===== src/core/gpio_pkg.sv =====
// shared constants and carriers for the eight-bit shared io port
package gpio_pkg;

    // ============================================================
    // sizes
    localparam int PORT_W = 8;
    localparam int ADDR_W = 8;
    localparam int DATA_W = 32;

    // ============================================================
    // register offsets (byte addresses)
    localparam logic [7:0] OFS_OUT = 8'h00;
    localparam logic [7:0] OFS_DIR = 8'h04;
    localparam logic [7:0] OFS_IN = 8'h08;
    localparam logic [7:0] OFS_IRQ_EN = 8'h0c;
    localparam logic [7:0] OFS_EDGE = 8'h10;
    localparam logic [7:0] OFS_FLAG = 8'h14;
    localparam logic [7:0] OFS_MASK = 8'h18;
    localparam logic [7:0] OFS_ALT = 8'h1c;

    // ============================================================
    // field positions of the alternate-function register
    localparam int ALT_TMR_LSB = 0;
    localparam int ALT_GAIN_LSB = 8;
    localparam int ALT_FREEZE_BIT = 11;
    localparam int GAIN_W = 3;
    localparam int GAIN_PIN_LSB = 5;
    localparam int FREEZE_PIN = 7;

    // ============================================================
    // values after reset
    localparam logic [7:0] RST_OUT = 8'h00;
    localparam logic [7:0] RST_DIR = 8'h00;
    localparam logic [7:0] RST_IRQ_EN = 8'h00;
    localparam logic [7:0] RST_EDGE = 8'h00;
    localparam logic [7:0] RST_FLAG = 8'h00;
    localparam logic [7:0] RST_MASK = 8'h00;
    localparam logic [7:0] RST_PULL = 8'hff;
    localparam logic [31:0] RST_RDATA = 32'h0000_0000;

    // ============================================================
    // carriers
    typedef struct packed {
        logic freeze;
        logic [2:0] gain_drv;
        logic [7:0] tmr_drv;
    } alt_cfg_s;

    localparam alt_cfg_s RST_ALT = '{freeze: 1'b0, gain_drv: 3'h0, tmr_drv: 8'h00};

    typedef struct packed {
        logic [7:0] out;
        logic [7:0] oe;
        logic [7:0] pull;
    } pin_drive_s;

    typedef enum logic {ST_IDLE, ST_ANSWER} apb_state_e;

endpackage : gpio_pkg


===== src/core/pin_edge_sync.sv =====
// two-flop pin synchroniser with per-bit rise and fall detection
`timescale 1ns/100ps

module pin_edge_sync #(
    parameter int W = 8
) (
    input wire logic mclk,
    input wire logic resetn,
    input wire logic [W-1:0] pin_in,
    output logic [W-1:0] level,
    output logic [W-1:0] rise,
    output logic [W-1:0] fall
);

    logic [W-1:0] meta_r;
    logic [W-1:0] sync_r;
    logic [W-1:0] prev_r;

    // ============================================================
    // per-bit synchroniser; the first flop feeds only the second
    genvar i;
    generate
        for (i = 0; i < W; i++) begin : g_bit
            always_ff @(posedge mclk) begin
                if (!resetn) begin
                    meta_r[i] <= 1'b1;
                    sync_r[i] <= 1'b1;
                    prev_r[i] <= 1'b1;
                end else begin
                    meta_r[i] <= pin_in[i];
                    sync_r[i] <= meta_r[i];
                    prev_r[i] <= sync_r[i];
                end
            end
            assign rise[i] = sync_r[i] & ~prev_r[i];
            assign fall[i] = ~sync_r[i] & prev_r[i];
        end
    endgenerate

    assign level = sync_r;

endmodule : pin_edge_sync


===== src/core/apb_slave_port.sv =====
// apb handshake: one wait state, registered read data and error
`timescale 1ns/100ps

module apb_slave_port (
    input wire logic mclk,
    input wire logic resetn,
    input wire logic psel,
    input wire logic penable,
    input wire logic pwrite,
    input wire logic [31:0] rdata_mux,
    input wire logic addr_bad,
    output logic wr_stb,
    output logic pready,
    output logic [31:0] prdata,
    output logic pslverr
);

    gpio_pkg::apb_state_e state_r;
    gpio_pkg::apb_state_e state_nxt;
    logic enter_w;

    // ============================================================
    // answer one cycle after the access phase opens
    assign enter_w = psel & penable & (state_r == gpio_pkg::ST_IDLE);
    assign wr_stb = psel & penable & pwrite & (state_r == gpio_pkg::ST_ANSWER);

    always_comb begin
        state_nxt = state_r;
        case (state_r)
            gpio_pkg::ST_IDLE: begin
                if (enter_w) begin
                    state_nxt = gpio_pkg::ST_ANSWER;
                end
            end
            gpio_pkg::ST_ANSWER: begin
                state_nxt = gpio_pkg::ST_IDLE;
            end
            default: begin
                state_nxt = gpio_pkg::ST_IDLE;
            end
        endcase
    end

    always_ff @(posedge mclk) begin
        if (!resetn) begin
            state_r <= gpio_pkg::ST_IDLE;
            pready <= 1'b0;
            pslverr <= 1'b0;
            prdata <= gpio_pkg::RST_RDATA;
        end else begin
            state_r <= state_nxt;
            pready <= enter_w;
            pslverr <= enter_w & addr_bad;
            prdata <= (enter_w && !pwrite) ? rdata_mux : gpio_pkg::RST_RDATA;
        end
    end

endmodule : apb_slave_port


===== src/core/shared_io_port.sv =====
// eight-bit shared io port with edge interrupts and alternate functions
`timescale 1ns/100ps

// Function
// - eight-bit bidirectional port, pins raise interrupts
// - each pin interrupt enabled on its own
// - software picks rising or falling edge
// - reset: all inputs, pull-ups on, no drivers
// - drive only by direction bit or owning function
// - pin n: interrupt n; pairs feed timers 0-3
// - pins 5-7 gain bits; pin 7 may freeze
module shared_io_port #(
    parameter int PORT_W = gpio_pkg::PORT_W
) (
    input wire logic mclk,
    input wire logic resetn,
    input wire logic psel,
    input wire logic penable,
    input wire logic pwrite,
    input wire logic [7:0] paddr,
    input wire logic [31:0] pwdata,
    output logic pready,
    output logic [31:0] prdata,
    output logic pslverr,
    input wire logic [PORT_W-1:0] shared_io_pins_in,
    output logic [PORT_W-1:0] shared_io_pins_out,
    output logic [PORT_W-1:0] shared_io_pins_oe,
    output logic [PORT_W-1:0] shared_io_pins_pull,
    input wire logic [PORT_W-1:0] timer_drive_val,
    input wire logic [PORT_W-1:0] timer_drive_en,
    output logic [PORT_W-1:0] timer_inputs,
    input wire logic [2:0] gain_ctrl_bits,
    output logic gain_freeze,
    output logic irq
);

    // ============================================================
    // register state
    logic [PORT_W-1:0] out_r;
    logic [PORT_W-1:0] dir_r;
    logic [PORT_W-1:0] irq_en_r;
    logic [PORT_W-1:0] edge_fall_r;
    logic [PORT_W-1:0] flag_r;
    logic [PORT_W-1:0] flag_nxt;
    logic [PORT_W-1:0] mask_r;
    gpio_pkg::alt_cfg_s alt_r;
    gpio_pkg::pin_drive_s drive_r;
    gpio_pkg::pin_drive_s drive_nxt;
    logic [PORT_W-1:0] timer_in_r;
    logic freeze_r;
    logic irq_r;

    // ============================================================
    // pin sampling
    logic [PORT_W-1:0] pin_level;
    logic [PORT_W-1:0] pin_rise;
    logic [PORT_W-1:0] pin_fall;

    pin_edge_sync #(
        .W(PORT_W)
    ) u_sync (
        .mclk(mclk),
        .resetn(resetn),
        .pin_in(shared_io_pins_in),
        .level(pin_level),
        .rise(pin_rise),
        .fall(pin_fall)
    );

    // ============================================================
    // bus decode
    logic wr_stb;
    logic sel_out;
    logic sel_dir;
    logic sel_in;
    logic sel_irq_en;
    logic sel_edge;
    logic sel_flag;
    logic sel_mask;
    logic sel_alt;
    logic addr_bad;
    logic [31:0] rdata_mux;
    logic [PORT_W-1:0] wdata_port;
    logic [PORT_W-1:0] flag_clr;

    assign sel_out = (paddr == gpio_pkg::OFS_OUT);
    assign sel_dir = (paddr == gpio_pkg::OFS_DIR);
    assign sel_in = (paddr == gpio_pkg::OFS_IN);
    assign sel_irq_en = (paddr == gpio_pkg::OFS_IRQ_EN);
    assign sel_edge = (paddr == gpio_pkg::OFS_EDGE);
    assign sel_flag = (paddr == gpio_pkg::OFS_FLAG);
    assign sel_mask = (paddr == gpio_pkg::OFS_MASK);
    assign sel_alt = (paddr == gpio_pkg::OFS_ALT);
    assign addr_bad = ~(sel_out | sel_dir | sel_in | sel_irq_en | sel_edge |
                        sel_flag | sel_mask | sel_alt);
    assign wdata_port = pwdata[PORT_W-1:0];

    always_comb begin
        rdata_mux = 32'h0000_0000;
        if (sel_out) begin
            rdata_mux[PORT_W-1:0] = out_r;
        end else if (sel_dir) begin
            rdata_mux[PORT_W-1:0] = dir_r;
        end else if (sel_in) begin
            rdata_mux[PORT_W-1:0] = pin_level;
        end else if (sel_irq_en) begin
            rdata_mux[PORT_W-1:0] = irq_en_r;
        end else if (sel_edge) begin
            rdata_mux[PORT_W-1:0] = edge_fall_r;
        end else if (sel_flag) begin
            rdata_mux[PORT_W-1:0] = flag_r;
        end else if (sel_mask) begin
            rdata_mux[PORT_W-1:0] = mask_r;
        end else if (sel_alt) begin
            rdata_mux[gpio_pkg::ALT_FREEZE_BIT:0] = alt_r;
        end
    end

    apb_slave_port u_apb (
        .mclk(mclk),
        .resetn(resetn),
        .psel(psel),
        .penable(penable),
        .pwrite(pwrite),
        .rdata_mux(rdata_mux),
        .addr_bad(addr_bad),
        .wr_stb(wr_stb),
        .pready(pready),
        .prdata(prdata),
        .pslverr(pslverr)
    );

    // ============================================================
    // configuration registers
    always_ff @(posedge mclk) begin
        if (!resetn) begin
            out_r <= gpio_pkg::RST_OUT;
            dir_r <= gpio_pkg::RST_DIR;
            irq_en_r <= gpio_pkg::RST_IRQ_EN;
            edge_fall_r <= gpio_pkg::RST_EDGE;
            mask_r <= gpio_pkg::RST_MASK;
            alt_r <= gpio_pkg::RST_ALT;
        end else if (wr_stb) begin
            if (sel_out) begin
                out_r <= wdata_port;
            end
            if (sel_dir) begin
                dir_r <= wdata_port;
            end
            if (sel_irq_en) begin
                irq_en_r <= wdata_port;
            end
            if (sel_edge) begin
                edge_fall_r <= wdata_port;
            end
            if (sel_mask) begin
                mask_r <= wdata_port;
            end
            if (sel_alt) begin
                alt_r <= pwdata[gpio_pkg::ALT_FREEZE_BIT:0];
            end
        end
    end

    // ============================================================
    // interrupt flags: pin n sets flag n; a new edge beats a clear
    logic [PORT_W-1:0] edge_hit;
    logic [PORT_W-1:0] mask_nxt;

    assign flag_clr = (wr_stb && sel_flag) ? wdata_port : '0;
    assign edge_hit = irq_en_r & ((pin_rise & ~edge_fall_r) | (pin_fall & edge_fall_r));
    assign flag_nxt = (flag_r & ~flag_clr) | edge_hit;
    // irq tracks a mask write in the same cycle, never one cycle stale
    assign mask_nxt = (wr_stb && sel_mask) ? wdata_port : mask_r;

    always_ff @(posedge mclk) begin
        if (!resetn) begin
            flag_r <= gpio_pkg::RST_FLAG;
            irq_r <= 1'b0;
        end else begin
            flag_r <= flag_nxt;
            irq_r <= |(flag_nxt & mask_nxt);
        end
    end

    // ============================================================
    // pin drive; gain bits outrank timers, timers outrank the port
    logic [PORT_W-1:0] gain_own;
    logic [PORT_W-1:0] gain_val;
    logic [PORT_W-1:0] tmr_own;

    genvar g;
    generate
        for (g = 0; g < PORT_W; g++) begin : g_pin
            if (g >= gpio_pkg::GAIN_PIN_LSB && g < gpio_pkg::GAIN_PIN_LSB + gpio_pkg::GAIN_W)
            begin : g_gain
                // freeze stops gain bit 2 from driving pin 7; its direction bit or timer can still drive it
                assign gain_own[g] = alt_r.gain_drv[g - gpio_pkg::GAIN_PIN_LSB] &
                                     ~(alt_r.freeze && g == gpio_pkg::FREEZE_PIN);
                assign gain_val[g] = gain_ctrl_bits[g - gpio_pkg::GAIN_PIN_LSB];
            end else begin : g_plain
                assign gain_own[g] = 1'b0;
                assign gain_val[g] = 1'b0;
            end
            assign tmr_own[g] = alt_r.tmr_drv[g] & timer_drive_en[g];
        end
    endgenerate

    always_comb begin
        drive_nxt.oe = dir_r | tmr_own | gain_own;
        drive_nxt.out = (gain_own & gain_val) | (~gain_own & tmr_own & timer_drive_val) |
                        (~gain_own & ~tmr_own & out_r);
        drive_nxt.pull = ~drive_nxt.oe;
    end

    always_ff @(posedge mclk) begin
        if (!resetn) begin
            drive_r.out <= gpio_pkg::RST_OUT;
            drive_r.oe <= gpio_pkg::RST_DIR;
            drive_r.pull <= gpio_pkg::RST_PULL;
            timer_in_r <= '0;
            freeze_r <= 1'b0;
        end else begin
            drive_r <= drive_nxt;
            timer_in_r <= pin_level;
            freeze_r <= alt_r.freeze & pin_level[gpio_pkg::FREEZE_PIN];
        end
    end

    // ============================================================
    // outputs
    assign shared_io_pins_out = drive_r.out;
    assign shared_io_pins_oe = drive_r.oe;
    assign shared_io_pins_pull = drive_r.pull;
    assign timer_inputs = timer_in_r;
    assign gain_freeze = freeze_r;
    assign irq = irq_r;

    // ============================================================
    // checks
    AST_RESET_STATE: assert property (@(posedge mclk)
        !resetn |=> (shared_io_pins_oe == 8'h00) && (shared_io_pins_pull == 8'hff))
        else $error("port not released to pulled-up inputs by reset");

    AST_DRIVE_CAUSE: assert property (@(posedge mclk) disable iff (!resetn)
        ((shared_io_pins_oe & ~($past(dir_r) | $past(tmr_own) | $past(gain_own))) == 8'h00))
        else $error("pin driven without direction bit or owning function");

    AST_RISE_SETS: assert property (@(posedge mclk) disable iff (!resetn)
        (pin_rise[0] && irq_en_r[0] && !edge_fall_r[0]) |=> flag_r[0])
        else $error("rising edge did not set its flag");

    AST_FALL_SETS: assert property (@(posedge mclk) disable iff (!resetn)
        (pin_fall[7] && irq_en_r[7] && edge_fall_r[7]) |=> flag_r[7])
        else $error("falling edge did not set its flag");

    AST_ENABLE_GATES: assert property (@(posedge mclk) disable iff (!resetn)
        ((flag_r & ~$past(flag_r) & ~$past(irq_en_r)) == 8'h00))
        else $error("disabled interrupt raised a flag");

    AST_FLAG_STICKY: assert property (@(posedge mclk) disable iff (!resetn)
        (flag_r[3] && !(wr_stb && sel_flag && wdata_port[3])) [*2] |=> flag_r[3])
        else $error("flag dropped without a software clear");

    AST_SYNC_DELAY: assert property (@(posedge mclk) disable iff (!resetn)
        $past(resetn, 3) |-> (pin_level == $past(shared_io_pins_in, 2)))
        else $error("pin level not two flops behind the pin");

    AST_TIMER_ROUTE: assert property (@(posedge mclk) disable iff (!resetn)
        $past(resetn) |-> (timer_inputs == $past(pin_level)))
        else $error("timer inputs not following their pins");

    AST_GAIN_DRIVE: assert property (@(posedge mclk) disable iff (!resetn)
        (alt_r.gain_drv[0] && !alt_r.freeze) |=>
            shared_io_pins_oe[5] && (shared_io_pins_out[5] == $past(gain_ctrl_bits[0])))
        else $error("gain bit 0 not driven on pin 5");

    AST_FREEZE_IN: assert property (@(posedge mclk) disable iff (!resetn)
        (alt_r.freeze && alt_r.gain_drv[2] && !dir_r[7] && !tmr_own[7]) |=>
            !shared_io_pins_oe[7])
        else $error("pin 7 driven while used as freeze input");

    AST_IRQ_LEVEL: assert property (@(posedge mclk) disable iff (!resetn)
        $past(resetn) |-> (irq == |(flag_r & mask_r)))
        else $error("interrupt output disagrees with masked flags");

    AST_APB_ANSWER: assert property (@(posedge mclk) disable iff (!resetn)
        (psel && penable && !pready) |=> pready ##1 !pready)
        else $error("bus answer not one cycle after access phase");

    // ============================================================
    // drive, edge, flag clear, freeze, reset and read-idle checks
    AST_PULL_INV: assert property (@(posedge mclk) disable iff (!resetn)
        (shared_io_pins_pull == ~shared_io_pins_oe))
        else $error("pull-up not the inverse of the drive enable");

    AST_DIR_DRIVES: assert property (@(posedge mclk) disable iff (!resetn)
        ((shared_io_pins_oe & $past(dir_r)) == $past(dir_r)))
        else $error("direction bit set but pin not driven");

    AST_PORT_VALUE: assert property (@(posedge mclk) disable iff (!resetn)
        (dir_r[0] && !tmr_own[0]) |=> (shared_io_pins_out[0] == $past(out_r[0])))
        else $error("port value not on a driven pin");

    AST_TIMER_DRIVE: assert property (@(posedge mclk) disable iff (!resetn)
        tmr_own[0] |=>
            shared_io_pins_oe[0] && (shared_io_pins_out[0] == $past(timer_drive_val[0])))
        else $error("timer drive not on pin 0");

    AST_WRONG_RISE: assert property (@(posedge mclk) disable iff (!resetn)
        ((flag_r & ~$past(flag_r) & $past(pin_rise) & $past(edge_fall_r)) == 8'h00))
        else $error("rising edge set a flag that waits for a fall");

    AST_WRONG_FALL: assert property (@(posedge mclk) disable iff (!resetn)
        ((flag_r & ~$past(flag_r) & $past(pin_fall) & ~$past(edge_fall_r)) == 8'h00))
        else $error("falling edge set a flag that waits for a rise");

    AST_CLEAR_WORKS: assert property (@(posedge mclk) disable iff (!resetn)
        (wr_stb && sel_flag && wdata_port[4] && !pin_rise[4] && !pin_fall[4]) |=> !flag_r[4])
        else $error("software clear did not drop the flag");

    AST_GAIN_MID: assert property (@(posedge mclk) disable iff (!resetn)
        alt_r.gain_drv[1] |=>
            shared_io_pins_oe[6] && (shared_io_pins_out[6] == $past(gain_ctrl_bits[1])))
        else $error("gain bit 1 not driven on pin 6");

    AST_GAIN_HIGH: assert property (@(posedge mclk) disable iff (!resetn)
        (alt_r.gain_drv[2] && !alt_r.freeze) |=>
            shared_io_pins_oe[7] && (shared_io_pins_out[7] == $past(gain_ctrl_bits[2])))
        else $error("gain bit 2 not driven on pin 7");

    AST_FREEZE_LEVEL: assert property (@(posedge mclk) disable iff (!resetn)
        $past(resetn) |-> (gain_freeze == ($past(alt_r.freeze) && $past(pin_level[7]))))
        else $error("freeze output not following pin 7");

    AST_RESET_OUTS: assert property (@(posedge mclk)
        !resetn |=> !irq && !gain_freeze && (timer_inputs == 8'h00) &&
            (shared_io_pins_out == 8'h00))
        else $error("outputs not cleared by reset");

    AST_READ_IDLE: assert property (@(posedge mclk) disable iff (!resetn)
        !pready |-> (prdata == 32'h0000_0000) && !pslverr)
        else $error("read data or error outside an answer");

endmodule : shared_io_port


===== config.mk =====
export PLATFORM = sky130hd
export DESIGN_NAME = shared_io_port
export DESIGN_NICKNAME = d
export VERILOG_FILES = /design/src/core/gpio_pkg.sv /design/src/core/pin_edge_sync.sv /design/src/core/apb_slave_port.sv /design/src/core/shared_io_port.sv
export SDC_FILE = /design/constraint.sdc
export NUM_CORES = 1
export LEC_CHECK = 0
export ABC_AREA = 1
export BUFFER_PORTS_ARGS = -buffer_cell sky130_fd_sc_hd__clkbuf_2
export CORE_ASPECT_RATIO = 0.8
export CORE_UTILIZATION = 50
export DETAILED_ROUTE_END_ITERATION = 6
export GPL_ROUTABILITY_DRIVEN = 0
export PLACE_DENSITY = 0.72
export SLEW_MARGIN = 25
export SYNTH_ARGS = -nofsm -noshare
export SYNTH_HDL_FRONTEND = slang
export SYNTH_SLANG_ARGS = --single-unit

===== constraint.sdc =====
create_clock -name mclk -period 2.1 [get_ports mclk]
set_clock_uncertainty 0.2 [all_clocks]
set_input_delay 0.315 -clock mclk [delete_from_list [all_inputs] [get_ports mclk]]
set_output_delay 0.315 -clock mclk [all_outputs]
set_load 0.01 [all_outputs]

# --- After elaboration in Yosys (flattened, before gate mapping) ---
# Cells that the tools add are included.
# Widths: inputs -> output; s select.
classes:
  eq_ne: 7
  muxes: 12
  n_bitwise: 81
  n_reduce_logical: 14
ops:
  columns: ["operator", "n"]
  rows:
  - ["$and 8x8->8", 10]
  - ["$mux 8", 9]
  - ["$or 8x8->8", 6]
  - ["$not 8->8", 5]
  - ["$eq 8x5->1 const B", 4]
  - ["$and 1x1->1", 31]
  - ["$not 1->1", 22]
  - ["$eq 8x4->1 const B", 2]
  - ["$reduce_and 2->1", 7]
  - ["$mux 12", 1]
  - ["$reduce_or 10->1", 1]
  - ["$eq 8x3->1 const B", 1]
  - ["$logic_not 8->1", 1]
  - ["$reduce_or 8->1", 1]
  - ["$or 1x1->1", 7]
  - ["$logic_and 1x1->1", 3]
  - ["$pmux 1 s2", 1]
  - ["$logic_not 1->1", 1]
  - ["$mux 1", 1]
totals:
  register_bits: 153
  input_bits: 72
  out_inout_bits: 68
  elab_cells: 159

# --- Longest topological paths before layout ---
logic_depth:
  word_depth: 10
  ltp_mapped: 13
  mapped_depth_nobuf: 11

# --- Hierarchy ---
# A second synthesis with hierarchy kept.
unflattened:
  cells_unflattened: 762
  area_unflattened_um2: 5980.7
by_module_without_submodules:
  columns: ["mod", "instances", "cells_each", "area_per_inst_um2", "seq_area_each_um2"]
  rows:
  - ["shared_io_port", 1, 551, 4078.9, 1881.8]
  - ["apb_slave_port", 1, 113, 1128.6, 700.7]
  - ["pin_edge_sync", 1, 98, 773.2, 480.5]

# --- Worst setup path after synthesis ---
# Ideal clock, no wire load.
synth_timing:
  kind: "input -> register"
  startpoint: "input port paddr[6]"
  endpoint: "register irq_r (netlist: irq)"
  setup_time_ns: 0.132
  arrival_time_ns: 1.368
  t_required_ns: 1.768
  path_slack_ns: 0.399
  cell_stages: 11
  n_path_buf: 2
  path_cell_list: "inv_1 > nand2_1 > nor2_2 > buf_4 > nand3_4 > buf_6 > o21a_1 > nand2_1 > nand2_1 > nor2_1 > a21oi_1"
synth_via:
  elab_chain_cells: 8
  elab_cells_between_ends: 11
  classes_between: "2 x eq/ne; 2 x mux; 4 x bitwise; 3 x reduce/logical"
synth_rtl:
  columns: ["item", "line", "text"]
  rows:
  - ["start: declaration", "shared_io_port.sv:20", "input wire logic [7:0] paddr,"]
  - ["$eq 8x5->1", "shared_io_port.sv:91", "assign sel_flag = (paddr == gpio_pkg::OFS_FLAG);"]
  - ["$logic_and 1x1->1", "shared_io_port.sv:170", "assign flag_clr = (wr_stb && sel_flag) ? wdata_port : '0;"]
  - ["$mux 8", "shared_io_port.sv:170", null]
  - ["$not 8->8", "shared_io_port.sv:172", "assign flag_nxt = (flag_r & ~flag_clr) | edge_hit;"]
  - ["$and 8x8->8", "shared_io_port.sv:172", null]
  - ["$or 8x8->8", "shared_io_port.sv:172", null]
  - ["$and 8x8->8 *", "shared_io_port.sv:182", "irq_r <= |(flag_nxt & mask_nxt);"]
  - ["$reduce_or 8->1 *", "shared_io_port.sv:182", null]
  - ["end signal: assignment", "shared_io_port.sv:182", null]
  - ["end: declaration", "shared_io_port.sv:51", "logic irq_r;"]
# Mark *: on every way between the ends. The rest lies on a longest branch, timed or not.
# A chain may end at the register's enable or synchronous reset.

# --- Final worst setup path ---
layout_timing:
  startpoint: "register u_apb.state_r"
  endpoint: "register irq_r (netlist: irq)"
layout_via:
  elab_chain_cells: 8
  elab_cells_between_ends: 10
  classes_between: "2 x mux; 5 x bitwise; 3 x reduce/logical"
layout_rtl:
  columns: ["item", "line", "text"]
  rows:
  - ["start: declaration", "apb_slave_port.sv:18", "gpio_pkg::apb_state_e state_r;"]
  - ["start signal: assignment", "apb_slave_port.sv:46", "state_r <= gpio_pkg::ST_IDLE;"]
  - ["start signal: assignment", "apb_slave_port.sv:51", "state_r <= state_nxt;"]
  - ["$and 1x1->1 *", "apb_slave_port.sv:25", "assign wr_stb = psel & penable & pwrite & (state_r == gpio_pkg::ST_ANSWER);"]
  - ["$logic_and 1x1->1", "shared_io_port.sv:170", null]
  - ["$mux 8", "shared_io_port.sv:170", null]
  - ["$not 8->8", "shared_io_port.sv:172", null]
  - ["$and 8x8->8", "shared_io_port.sv:172", null]
  - ["$or 8x8->8", "shared_io_port.sv:172", null]
  - ["$and 8x8->8 *", "shared_io_port.sv:182", null]
  - ["$reduce_or 8->1 *", "shared_io_port.sv:182", null]
# Marked as above.

==> results.cfg <==
[worst_setup_path]
r2r_start = u_apb.state_r$_SDFF_PP0_
regToRegEndpoint = irq$_SDFF_PN0_
arrival_ns = 1.94
crit_type = reg -> reg
startpoint_type = register
worst_setup_path_end_kind = register
ff2ff_path_depth = 10
rrSetupSlack_ns = 0.28
critPathRequiredTime_ns = 2.22
critPathMaxFanout = 16

[timing]
fin_crit_sh_pct = 86.6
max-slew-margin-rel_pct = 59.0
finalCriticalPeriod_ns = 1.82
finalHoldViolations = 1
rsz0062_at_grt = false
setup_violations = 0
worst_hold_slack_ns = -0.00172
fin_setup_tns_ns = 0
drv_slew = 0
worst_pin_slew_ns = 0.615
max_freq_mhz = 550

[global_route]
grt_pass1_vias = 4676
grt_usage_pct = 25.6
grt_antenna_before_repair = 0
gr-total-overflow = 0
grt_pass1_wl_um = 22300
grt_max_degree = 66

[floorplanning]
coreArea_um2 = 10300
fp.dieH_um = 94.6
dieWidth_um = 118
initial_utilization_pct = 51.9
ios = 140
die-area_um2 = 11100
std_cell_rows = 33

[worst_hold_path]
holdPathStages = 3
hold_class = in -> reg
hold_end = shared_io_pins_out[1]$_SDFF_PN0_
worstHoldStart = timer_drive_val[1]

[pwr]
switching_share_pct = 21.5
power_switching_uw = 1210
power.internal_uw = 4410
clkPwrFrac_pct = 49.8
power.total_uw = 5620
seq_power_share_pct = 45.7
leakage_uw = 0.00317
cellPowerDensity_nw_per_um2 = 832
vdd_drop_max_uv = 603
p_comb_share_pct = 4.5

[routing]
ant_nets = 0
wl_per_cell_um = 13.8
drtIter0Drc = 339
post_drt_via_cell_ratio = 4.99
route.final.wire_length_um = 13600
drc = 0
drt_pass1_iterations = 4
via_count = 4907

[synthesis]
synthXorXnorAreaFrac_pct = 0
synth_top_family_by_area = simple AND/OR/NAND/NOR gates
ys_types = 30
synth_compound_area_share_pct = 13.1
yosysWarnings = 0
synth_cells = 698
synthMuxAreaShare_pct = 0
synth_area_um2 = 5360
avgSynthCellArea_um2 = 7.68
yosys_register_bits = 133
seq_area_frac_synth_pct = 49.7
yosys.area_share.simple_pct = 25.4
yosys.area_share.adder_pct = 0

[run]
drv_cap = 0

[cts]
cts_buffers = 17
post_cts_resized = 0
clock_sinks = 133
clockBufferDepth = 2
clk_latency_ns = 0.41
tritoncts = done
path_clk_slew_ns = 0.05
clockRootBuffer = clkbuf_16
cts_max_level = 4

[finish]
nFillCells = 878
area_growth_pct = 26.0
antenna_cells = 0
layout.nets = 905
regArea_um2 = 2660
mostFrequentLayoutCells = nand2_1 (136), dfxtp_1 (133), clkbuf_2 (99)
multi_input_area_um2 = 2140
layout_commonest_cell = nand2_1
layout-drive-gt1-share_pct = 23.3

[outcome]
violations = hold timing
status = complete, but fails checks

[placement]
dpl.hpwl_um = 9350
port_buffers = 99
## layout make-up
class                           instances  share of cell area, %
Sequential cell                       133                   39.4
Clock inverter                         10                   1.61
Timing Repair Buffer                  138                   12.7
Tap cell                              140                   2.59
Inverter                               97                   5.39
Clock buffer                           20                   6.62
Multi-Input combinational cell        446                   31.7
## cell families after synthesis
| group | count (synthesis) |
|---|---|
| AND/OR/NAND/NOR | 292 |
| AO/OA/AOI/OAI | 134 |
| flip-flops | 133 |
| buffers and inverters | 138 |
| other | 1 |
## worst max-delay path, stage by stage (launching register included)
cell and delay [ns]:
dfxtp_1 0.32, nand2_1 0.08, nor2_4 0.23, nand3_4 0.23
nand2_1 0.13, inv_1 0.06, nor2_1 0.11, nand2_1 0.08
nand2_1 0.06, nor2_1 0.04, a21oi_1 0.19
## routing by layer
| metal | track usage (%) | wire length [um] |
|---|---|---|
| met1 | 32.5 | 6110 |
| met2 | 41.7 | 6260 |
| met3 | 5.62 | 871 |
| met4 | 12.6 | 332 |
| met5 | 0 | 0 |
## power by group through the flow
stage / registers (uW) / clock network, uW / logic (uW)
2_1_floorplan: 2630 / 0 / 140
3_3_place_gp: 2620 / 0 / 220
3_5_place_dp: 2620 / 0 / 226
4_1_cts: 2570 / 2820 / 248
5_1_grt: 2570 / 2940 / 277
6_report: 2570 / 2800 / 251
## sequential cells by signal, summed over array words and instances, names as in the netlist
| register | count |
|---|---|
| u_sync.prev_r | 8 |
| u_apb.state_r | 1 |
| flag_r | 8 |
| u_apb.pready | 1 |
| timer_inputs | 8 |
| gain_freeze | 1 |
| mask_r | 8 |
| shared_io_pins_pull | 8 |
| irq | 1 |
| u_apb.prdata | 12 |
| shared_io_pins_oe | 8 |
| u_sync.level | 8 |
| alt_r | 12 |
| u_sync.meta_r | 8 |
| shared_io_pins_out | 8 |
| irq_en_r | 8 |
| out_r | 8 |
| edge_fall_r | 8 |
| u_apb.pslverr | 1 |
| dir_r | 8 |
## stage by stage
step	cells	hold slack, ns	utilization (%)	setup WS [ns]	cell area (um^2)
floorplan	717	0.193	-	0.399	5430
global placement	934	0.194	58.2	0.0893	6000
detailed placement	934	0.198	58.2	0.0273	6000
CTS	981	0.000605	65.2	0.162	6730
global route	984	0.0269	65.4	0.122	6750
finish	984	-0.00172	65.4	0.282	6750
## worst max-delay path by stage
stage,from,end,slack (ns)
final,u_apb.state_r$_SDFF_PP0_,irq$_SDFF_PN0_,0.28
after global routing,u_apb.state_r$_SDFF_PP0_,irq$_SDFF_PN0_,0.12
after CTS,u_apb.state_r$_SDFF_PP0_,irq$_SDFF_PN0_,0.16
after detailed placement,paddr[6],alt_r[8]$_SDFFE_PN0P_,0.03
after global placement,paddr[6],edge_fall_r[3]$_SDFFE_PN0P_,0.09
after floorplan,paddr[6],irq$_SDFF_PN0_,0.40
## synth_stat cells
cell	n	share of area, %
nand3_1	29	2.7
buf_1	1	0.070
nand2_1	136	9.5
nand3_4	2	0.65
o311ai_0	1	0.16
buf_4	24	3.4
o21ai_0	46	4.3
nor2_2	7	0.82
inv_1	87	6.1
nor2_1	63	4.4
conb_1	1	0.070
o211ai_1	7	0.98
buf_2	4	0.37
o21a_1	3	0.42
nor2_4	8	1.7
nand4_1	17	2.0
nand3b_1	2	0.28
dfxtp_1	133	50
o21ai_1	4	0.37
nor3_4	1	0.30
and3_1	1	0.12
or2_2	16	1.9
inv_2	10	0.70
nor4_1	1	0.12
nor3_1	6	0.56
a21oi_1	72	6.7
clkbuf_1	10	0.70
nand2_2	3	0.35
o21ai_2	1	0.16
buf_6	2	0.42
## what timing repair did
action | CTS | global route
endpoints found under the hold margin | 16 | 0
hold buffers | 17 | 0
setup endpoints to repair | 0 | 1
buffers inserted | 0 | 3
Note: power is estimated with default switching activity, not from simulation.
